## src/verilog/scs_pkg.sv

```systemverilog
// constants, register map and source encodings for the serial clock source selector
package scs_pkg;

  localparam logic [4:0] OFS_CTRL     = 5'h00;
  localparam logic [4:0] OFS_EXT_MODE = 5'h04;
  localparam logic [4:0] OFS_SCM      = 5'h08;
  localparam logic [4:0] OFS_DIV      = 5'h0C;
  localparam logic [4:0] OFS_STATUS   = 5'h10;

  localparam int CTRL_CKE_LSB  = 0;
  localparam int CTRL_SYNC_BIT = 7;
  localparam int EXT_ACS_BIT   = 0;
  localparam int EXT_BASE_CLOCK_HALF_RATE_SELECT_BIT  = 4;
  localparam int SCM_SMART_CARD_INTERFACE_SELECT_BIT  = 0;

  localparam logic [7:0] CTRL_RST     = 8'h00;
  localparam logic [7:0] EXT_MODE_RST = 8'h00;
  localparam logic [7:0] SCM_RST      = 8'h00;
  localparam logic [7:0] DIV_RST      = 8'h03;

  localparam logic [1:0] CKE_BRG_HIZ = 2'h0;
  localparam logic [1:0] CKE_BRG_OUT = 2'h1;

  localparam logic [4:0] BIT_LEN_ASYNC    = 5'h10;
  localparam logic [4:0] BIT_LEN_HALF     = 5'h08;
  localparam logic [4:0] BIT_LEN_SYNC_INT = 5'h02;
  localparam logic [4:0] BIT_LEN_SYNC_EXT = 5'h01;

  typedef enum logic [2:0] {
    SRC_BRG = 3'b001,
    SRC_PIN = 3'b010,
    SRC_TMR = 3'b100
  } scs_src_t;

  // base clock ticks per bit for the chosen mode
  function automatic logic [4:0] scs_bit_len(input logic sync, input logic ext,
                                             input logic half);
    if (sync) begin
      scs_bit_len = ext ? BIT_LEN_SYNC_EXT : BIT_LEN_SYNC_INT;
    end else begin
      scs_bit_len = half ? BIT_LEN_HALF : BIT_LEN_ASYNC;
    end
  endfunction : scs_bit_len

endpackage : scs_pkg

```

## src/verilog/scs_pin_sync.sv

```systemverilog
// two-stage synchroniser with rising edge pulse for the serial clock pin
`timescale 1ns/1ps
module scs_pin_sync (
  input  wire logic clk,
  input  wire logic resetn,
  input  wire logic pin_in,
  output logic      level,
  output logic      rise
);
  logic meta_r;
  logic sync_r;
  logic prev_r;
  logic rise_r;
  logic rise_nxt;

  always_comb begin
    rise_nxt = sync_r & ~prev_r;
  end

  always_ff @(posedge clk) begin
    // the pin idles high, so a low reset value would fake a rising edge
    if (!resetn) begin
      meta_r <= 1'b1;
      sync_r <= 1'b1;
      prev_r <= 1'b1;
      rise_r <= 1'b0;
    end else begin
      meta_r <= pin_in;
      sync_r <= meta_r;
      prev_r <= sync_r;
      rise_r <= rise_nxt;
    end
  end

  assign level = prev_r;
  assign rise  = rise_r;
endmodule : scs_pin_sync

```

## src/verilog/scs_clk_select.sv

```systemverilog
// serial channel clock source selection with register slave on Avalon-MM
//
// Design decisions made here: the register addresses and the Avalon-MM slave port.
`timescale 1ns/1ps
module scs_clk_select
  import scs_pkg::*;
(
  input  wire logic        clk,
  input  wire logic        resetn,
  input  wire logic [4:0]  avs_address,
  input  wire logic        avs_read,
  input  wire logic        avs_write,
  input  wire logic [31:0] avs_writedata,
  output logic [31:0]      avs_readdata,
  output logic             avs_waitrequest,
  input  wire logic        sck_in,
  output logic             sck_out,
  output logic             sck_oe_n,
  input  wire logic        cmp_match_a,
  input  wire logic        cmp_match_b,
  output logic             base_tick,
  output logic             bit_tick,
  output logic             async_mode
);

  // register group
  logic [7:0]  ctrl_r;
  logic [7:0]  ctrl_nxt;
  logic [7:0]  ext_r;
  logic [7:0]  ext_nxt;
  logic [7:0]  scm_r;
  logic [7:0]  scm_nxt;
  logic [7:0]  div_r;
  logic [7:0]  div_nxt;
  logic        wait_r;
  logic        wait_nxt;
  logic [31:0] rdata_r;
  logic [31:0] rdata_nxt;

  // clock group
  scs_src_t    src_r;
  scs_src_t    src_nxt;
  logic        drive_r;
  logic        drive_nxt;
  logic        sck_r;
  logic        sck_nxt;
  logic        async_r;
  logic        async_nxt;
  logic [7:0]  brg_cnt_r;
  logic [7:0]  brg_cnt_nxt;
  logic        tmr_and_r;
  logic        tmr_and_nxt;
  logic        base_r;
  logic        base_nxt;
  logic [4:0]  phase_r;
  logic [4:0]  phase_nxt;
  logic        bit_r;
  logic        bit_nxt;

  logic        pin_level;
  logic        pin_rise;
  logic [1:0]  cke;
  logic        sync_mode;
  logic        smart_card_interface_select;
  logic        acs;
  logic        half;
  logic [4:0]  bit_len;
  logic        brg_pulse;
  logic        tmr_rise;

  scs_pin_sync u_pin_sync (
    .clk    (clk),
    .resetn (resetn),
    .pin_in (sck_in),
    .level  (pin_level),
    .rise   (pin_rise)
  );

  assign cke       = ctrl_r[CTRL_CKE_LSB +: 2];
  assign sync_mode = ctrl_r[CTRL_SYNC_BIT];
  assign smart_card_interface_select      = scm_r[SCM_SMART_CARD_INTERFACE_SELECT_BIT];
  assign acs       = ext_r[EXT_ACS_BIT];
  assign half      = ext_r[EXT_BASE_CLOCK_HALF_RATE_SELECT_BIT];

  // bus slave: every access answers one cycle after it is seen
  // a write lands only at the answer edge, the one where the master sees
  // waitrequest low, so a master that drops out early changes nothing
  always_comb begin
    ctrl_nxt  = ctrl_r;
    ext_nxt   = ext_r;
    scm_nxt   = scm_r;
    div_nxt   = div_r;
    rdata_nxt = rdata_r;
    wait_nxt  = 1'b1;
    if (avs_write && !wait_r) begin
      unique case (avs_address)
        OFS_CTRL:     ctrl_nxt = avs_writedata[7:0];
        OFS_EXT_MODE: ext_nxt  = avs_writedata[7:0];
        OFS_SCM:      scm_nxt  = avs_writedata[7:0];
        OFS_DIV:      div_nxt  = avs_writedata[7:0];
        default:      ;
      endcase
    end
    // read data is captured when the request is seen and stands in the answer cycle
    if ((avs_read || avs_write) && wait_r) begin
      wait_nxt  = 1'b0;
      if (avs_read) begin
        unique case (avs_address)
          OFS_CTRL:     rdata_nxt = {24'h000000, ctrl_r};
          OFS_EXT_MODE: rdata_nxt = {24'h000000, ext_r};
          OFS_SCM:      rdata_nxt = {24'h000000, scm_r};
          OFS_DIV:      rdata_nxt = {24'h000000, div_r};
          OFS_STATUS:   rdata_nxt = {24'h000000, 2'h0, pin_level, async_r,
                                     ~drive_r, src_r};
          default:      rdata_nxt = 32'h0000_0000;
        endcase
      end
    end
  end

  always_ff @(posedge clk) begin
    if (!resetn) begin
      ctrl_r  <= CTRL_RST;
      ext_r   <= EXT_MODE_RST;
      scm_r   <= SCM_RST;
      div_r   <= DIV_RST;
      wait_r  <= 1'b1;
      rdata_r <= 32'h0000_0000;
    end else begin
      ctrl_r  <= ctrl_nxt;
      ext_r   <= ext_nxt;
      scm_r   <= scm_nxt;
      div_r   <= div_nxt;
      wait_r  <= wait_nxt;
      rdata_r <= rdata_nxt;
    end
  end

  // source choice and pin direction
  always_comb begin
    async_nxt = ~sync_mode & ~smart_card_interface_select;
    src_nxt   = SRC_BRG;
    drive_nxt = 1'b0;
    if (sync_mode && !smart_card_interface_select) begin
      if (!cke[1]) begin
        drive_nxt = 1'b1;
      end else begin
        src_nxt = SRC_PIN;
      end
    end else if (!smart_card_interface_select) begin
      if (cke == CKE_BRG_HIZ) begin
        drive_nxt = 1'b0;
      end else if (cke == CKE_BRG_OUT) begin
        drive_nxt = 1'b1;
      end else begin
        // select bit only looked at here
        src_nxt = acs ? SRC_TMR : SRC_PIN;
        drive_nxt = 1'b0;
      end
    end
  end

  // base and bit tick generation
  assign bit_len   = scs_bit_len(sync_mode, src_r == SRC_PIN, half);
  assign brg_pulse = (brg_cnt_r == 8'h00);
  assign tmr_rise  = cmp_match_a & cmp_match_b & ~tmr_and_r;

  always_comb begin
    brg_cnt_nxt = brg_pulse ? div_r : brg_cnt_r - 8'h01;
    tmr_and_nxt = cmp_match_a & cmp_match_b;
    unique case (src_r)
      SRC_BRG: base_nxt = brg_pulse;
      SRC_PIN: base_nxt = pin_rise;
      SRC_TMR: base_nxt = tmr_rise;
      default: base_nxt = 1'b0;
    endcase
    phase_nxt = phase_r;
    bit_nxt   = 1'b0;
    if (src_nxt != src_r || phase_r >= bit_len) begin
      phase_nxt = 5'h00;
    end else if (base_r) begin
      if (phase_r == bit_len - 5'h01) begin
        phase_nxt = 5'h00;
        bit_nxt   = 1'b1;
      end else begin
        phase_nxt = phase_r + 5'h01;
      end
    end
    // driven clock has the bit rate: low first half, high second half
    sck_nxt = drive_r ? (phase_r >= (bit_len >> 1)) : 1'b1;
  end

  always_ff @(posedge clk) begin
    if (!resetn) begin
      src_r     <= SRC_BRG;
      drive_r   <= 1'b0;
      sck_r     <= 1'b1;
      async_r   <= 1'b1;
      brg_cnt_r <= 8'h00;
      tmr_and_r <= 1'b0;
      base_r    <= 1'b0;
      phase_r   <= 5'h00;
      bit_r     <= 1'b0;
    end else begin
      src_r     <= src_nxt;
      drive_r   <= drive_nxt;
      sck_r     <= sck_nxt;
      async_r   <= async_nxt;
      brg_cnt_r <= brg_cnt_nxt;
      tmr_and_r <= tmr_and_nxt;
      base_r    <= base_nxt;
      phase_r   <= phase_nxt;
      bit_r     <= bit_nxt;
    end
  end

  assign avs_readdata    = rdata_r;
  assign avs_waitrequest = wait_r;
  assign sck_out         = sck_r;
  assign sck_oe_n        = ~drive_r;
  assign base_tick       = base_r;
  assign bit_tick        = bit_r;
  assign async_mode      = async_r;
endmodule : scs_clk_select

```

## config.mk

```make
export PLATFORM = sky130hd
export DESIGN_NAME = scs_clk_select
export DESIGN_NICKNAME = d
export VERILOG_FILES = /design/src/verilog/scs_pkg.sv /design/src/verilog/scs_pin_sync.sv /design/src/verilog/scs_clk_select.sv
export SDC_FILE = /design/constraint.sdc
export NUM_CORES = 1
export LEC_CHECK = 0
export ABC_AREA = 1
export BUFFER_PORTS_ARGS = -buffer_cell sky130_fd_sc_hd__clkbuf_2
export CELL_PAD_IN_SITES_DETAIL_PLACEMENT = 1
export CELL_PAD_IN_SITES_GLOBAL_PLACEMENT = 2
export CORE_UTILIZATION = 30
export DETAILED_ROUTE_END_ITERATION = 10
export HOLD_SLACK_MARGIN = 0.02
export PLACE_DENSITY_LB_ADDON = 0.1
export SLEW_MARGIN = 10
export SYNTH_ARGS = -nofsm -noshare
export SYNTH_HDL_FRONTEND = slang
export SYNTH_HIERARCHICAL = 1
export SYNTH_SLANG_ARGS = --single-unit
```

## constraint.sdc

```tcl
create_clock -name clk -period 2.1 [get_ports clk]
set_input_delay 0.105 -clock clk [delete_from_list [all_inputs] [get_ports clk]]
set_output_delay 0.105 -clock clk [all_outputs]
set_load 0.02 [all_outputs]
```

After elaboration in Yosys (flattened, before gate mapping)
Cells that the tools add are included.
Widths: inputs -> output; s select.
- add/subtract/negate cells: 3
- order comparisons: 2
- eq/ne operators: 10
- mux-type cells: 20
- bitwise logic cells: 11
- reduce and logical (&&, ||, !) cells: 18
- operator list (operator ; number):
    $pmux 8 s5 ; 1
    $mux 3 ; 5
    $mux 5 ; 3
    $reduce_and 2->1 ; 6
    $eq 5x4->1 const B ; 2
    $logic_not 8->1 ; 1
    $mux 8 ; 1
    $sub 8x1->8 const B ; 1
    $mux 1 ; 7
    $not 1->1 ; 7
    $add 5x1->5 const B ; 1
    $eq 5x3->1 const B ; 1
    $eq 5x5->1 ; 1
    $eq 5x5->1 const B ; 1
    $ge 5x4->1 ; 1
    $ge 5x5->1 ; 1
    $logic_not 5->1 ; 1
    $sub 5x1->5 const B ; 1
    $and 1x1->1 ; 4
    $mux 2 ; 2
    $eq 3x1->1 const B ; 1
    $eq 3x2->1 const B ; 1
    $eq 3x3->1 const B ; 1
    $logic_and 1x1->1 ; 3
    other kinds (8) ; 10
- bits in registers: 91
- input bits: 44
- output and inout port bits: 38
- logic and storage cells: 83

Logic depth before layout (Yosys ltp)
- word-level depth: 8
- mapped depth: 11
- mapped depth without buffers: 11

Hierarchy
The synthesis kept the hierarchy.
- by module, submodules not included (module ; instances ; cells an instance ; area each (um2) ; seq. area each (um2)):
    scs_clk_select ; 1 ; 421 ; 3204.3 ; 1261.2
    scs_pin_sync ; 1 ; 11 ; 111.4 ; 80.1

Worst setup path before layout
Ideal clock, no wire load.
- path type: register to register
- start: reg src_r[2]
- end: reg bit_r (netlist: bit_tick)
- setup time: 0.078 ns
- arrival: 1.470 ns
- data required time: 2.022 ns
- setup slack: 0.552 ns
- stages on the path, launching flop included: 12
- buffers on the path: 0
- clock period less this slack: 1.548 ns
- path through: dfxtp_1 -> inv_1 -> nand3_1 -> nor2_1 -> ha_1 -> inv_1 -> nand2_1 -> nand2_1 -> a21boi_0 -> o21ai_0 -> nand2_1 -> nor3_1
- longest elaborated chain between the ends: 6
- elaborated cells between the ends (all ways): 10
- those cells by class: add/sub: 1; order compare: 1; eq/ne: 3; mux: 3; reduce/logical: 2
- RTL lines (element ; RTL line ; source):
    start, declared ; scs_clk_select.sv:41 ; scs_src_t src_r;
    start signal, assigned ; scs_clk_select.sv:205 ; src_r <= src_nxt;
    $eq 3x2->1 ; scs_clk_select.sv:164 ; assign bit_len = scs_bit_len(sync_mode, src_r == SRC_PIN, half);
    $mux 2 ; scs_pkg.sv:39 ; scs_bit_len = ext ? BIT_LEN_SYNC_EXT : BIT_LEN_SYNC_INT;
    $mux 5 ; scs_pkg.sv:38 ; if (sync) begin
    $sub 5x1->5 or $ge 5x5->1 (tied branches) ; scs_clk_select.sv:182, scs_clk_select.sv:179 ;
    $eq 5x5->1 or $logic_or 1x1->1 (tied branches) ; scs_clk_select.sv:182, scs_clk_select.sv:179 ;
    $mux 1 or $reduce_or 3->1 (tied branches) ; -- ;
    end signal, assigned ; scs_clk_select.sv:213 ; bit_r <= bit_nxt;
    end, declared ; scs_clk_select.sv:57 ; logic bit_r;
Several ways; a longest one is shown, not always the timed one.
A chain may end at the register's enable or synchronous reset.

Worst setup path in the final report
- start: reg src_r[0]
- end: reg bit_r (netlist: bit_tick)
Same word-level chain as after synthesis.

==> metrics.txt <==
status complete, no violations; Synth area leaders dfxtp_1 40%, nor2_1 7.1%, nand4_1 6.0%; simple-gate share of the synthesized area 0.251; CTS H-Tree Depth 3; Fin Setup TNS 0 ps; port bufs 33; CP Cell Sequence inv_1 -> nand3_1 -> nor2_1 -> ha_1 -> inv_1 -> nand2_1 -> nand2_1 -> a21boi_0 -> o21ai_1 -> nand2_2 -> nor3_1; CP Capture Type register; ys flop type dfxtp_1; Comb pwr share 0.175; die area 11500 um^2; worst slew pin tran 582 ps; Hold Crit Depth 3; Setup violations, final 0; P per Cell Area around 800 nW/um^2; xor/xnor share of the synthesized area 0.0132; WL final 9.38 mm; clock group share of total power 0.369; critical path peak fanout 5; sequential fraction of the synthesis area 0.405; Worst-Skew Late Latency 360 ps; sequential share of power 0.457; cts bufs inserted 9; Hold/Removal Path Class in -> reg; vias per inst 4.69; CTS Root Cell clkbuf_8; min Tclk post-route roughly 1800 ps; Worst R2R Setup Slack 330 ps; Compound-Gate Fraction of Synth Area 0.170; largest family of logic cells by synthesized area simple AND/OR/NAND/NOR gates; EDFF count, synth 0; Final Hold Viols 0; design area 3790 um^2; Worst R2R End bit_tick; Final Cycle Share 0.842; Warnings, synthesis 6; ys async rst share 0; Placer Congestion about 0.76; WP data required about 2400 ps; Slowest cell on crit path dfxtp_1; total clock sinks 67; Post-DRT Antenna Nets 0; post-DR wirelength/cell 15.2 um; post-synth cell types 35; floorplan die height 107 um; Die X-Extent 107 um; Critical Setup Path Class reg -> reg; CTS tree built; grt ovf 0; via count 2899; Initial Util 0.307; Crit Reg-Reg Startpoint src_r[0]; syn_area_per_cell between 7 and 8 um^2; Rows 38; Synth Area in Adders 0.0340; Pint roughly 2.1 mW; # IOs 82; diode count 0; met3 Resource Use GR 0.0383; # DRC 0; synth cell count leaders 67 x dfxtp_1, 63 x nor2_1, 38 x nand2_1, 38 x o21ai_0, 34 x inv_1; Layout Skew 9.46 ps; met2 global-route usage 0.274; DP Wirelength slightly above 7 mm; FF+latch count, synth 67; Synth area leader dfxtp_1; total power 3.06 mW; post-synthesis mux area share 0; NumNets Final 526; Final Instance Count excl. Fillers 618; share of cells above drive strength 1 0.184; Area growth syn-to-layout 14.3%; Synth top area share 0.405; net switching power 922 uW; Post-DP Area 3550 um^2; Net Sw Frac 0.301; busiest layer in global routing met2; leak pwr 1.68 nW; hold_sp avs_writedata[6]; Core Area 10800 um^2; RSZ-0062 raised after global routing no; largest net degree at the start of global routing 47; vias in the first global route 2836; post-CTS setup buffers 0; Worst Reg-to-Reg Cells 11; synthesized cell area 3320 um^2; clk slew on worst S/H paths 80 ps; Hold EP ctrl_r[6]; fill count 1368; Syn Inst Count 432; max-cap violation count 0; crit-path leading delay family simple AND/OR/NAND/NOR gates; 1st-iter DRT viols 88; crit path DAT between 2000 and 2500 ps; Worst Path Buf+Inv 2; Inst Count DP about 600; Slew Limit Fails 0; first-pass GRT wire length between 15 and 20 mm; Total GRT Usage 0.178; Fmax 566 MHz; first drt pass iteration count 4; Worst setup SP type register; worst rel slew slack 0.611; number of antenna violations at the first check in global routing 0; top-count cell post-synth dfxtp_1; Fin Hold WS 56.4 ps; CP max stage delay between 400 and 500 ps; Global Route met1 Usage 0.244; Bufs on Longest Clock Path 2; worst vdd ir between 200 and 300 uV
layout make-up:
class / instances / area, um^2 / area share
Clock buffer: 12 / 155 / 0.0409
Timing Repair Buffer: 46 / 270 / 0.0713
Clock inverter: 4 / 48.8 / 0.0129
Sequential cell: 67 / 1340 / 0.354
Inverter: 41 / 154 / 0.0406
Tap cell: 140 / 175 / 0.0462
Multi-Input combinational cell: 308 / 1650 / 0.434
how the worst max path moves through the flow:
stage	startpoint	endpoint	slack (ps)	cells past startpoint
final	src_r[0]	bit_tick	330	11
after global routing	src_r[2]	bit_tick	1	11
after CTS	src_r[0]	bit_tick	160	11
after detailed placement	src_r[0]	bit_tick	190	11
after global placement	src_r[2]	bit_tick	270	11
after floorplan	src_r[2]	bit_tick	550	11
power by group through the flow:
stage	clock network (mW)	registers [mW]	logic, mW
floorplan	0	1.42	0.405
global placement	0	1.43	0.530
detailed placement	0	1.43	0.539
CTS	1.18	1.40	0.546
global route	1.23	1.41	0.612
finish	1.13	1.40	0.535
cell usage in the layout, fill, tap and decap left out, types with 11 or more instances in the layout:
master     n
clkbuf_2  33
nor2_1    63
dfxtp_1   67
o21ai_0   37
nand4_1   32
nand3_1   18
inv_1     34
o21ai_1   16
nand2_1   37
conb_1    24
clkbuf_8  11
a21oi_1   27
per-stage QoR:
stage,setup slack (ps),utilization
3_5_place_dp,189,0.329
2_1_floorplan,552,-
5_1_grt,1.16,0.351
4_1_cts,163,0.351
3_3_place_gp,267,0.329
6_report,333,0.351
routing by layer:
layer / share of wire / vias to the layer above / routed length [um]
li1: - / 1490 / -
met1: 0.52 / 1345 / 4840
met2: 0.44 / 55 / 4140
met3: 0.029 / 9 / 273
met4: 0.014 / 0 / 128
met5: 0 / - / 0
kinds of logic after synthesis:
family | after synthesis
and+or+nand+nor | 170
AOI/OAI and AO/OA | 100
buffers and inverters | 80
DFF | 67
adders and majority gates | 9
xor gates and xnor gates | 5
other | 1
state kept, by name, indices dropped and copies added (netlist names), 3 cells and up:
name          cells
avs_readdata      8
brg_cnt_r         8
ctrl_r            8
div_r             8
ext_r             8
phase_r           5
scm_r             8
src_r             3
timing repair:
item	4_1_cts	5_1_grt
endpoints found under the hold margin	2	0
resized for setup	0	2
setup endpoints to repair	0	5
hold buffers	3	0
worst reg2reg max path: cells and delay by family (launching register included):
kind                       cells  cell delay [ps]
AOI/OAI and AO/OA              2              260
adders and majority gates      1              260
buffers and inverters          2              180
DFF                            1              430
and+or+nand+nor                6              570
(Power assumes the default switching activity.)
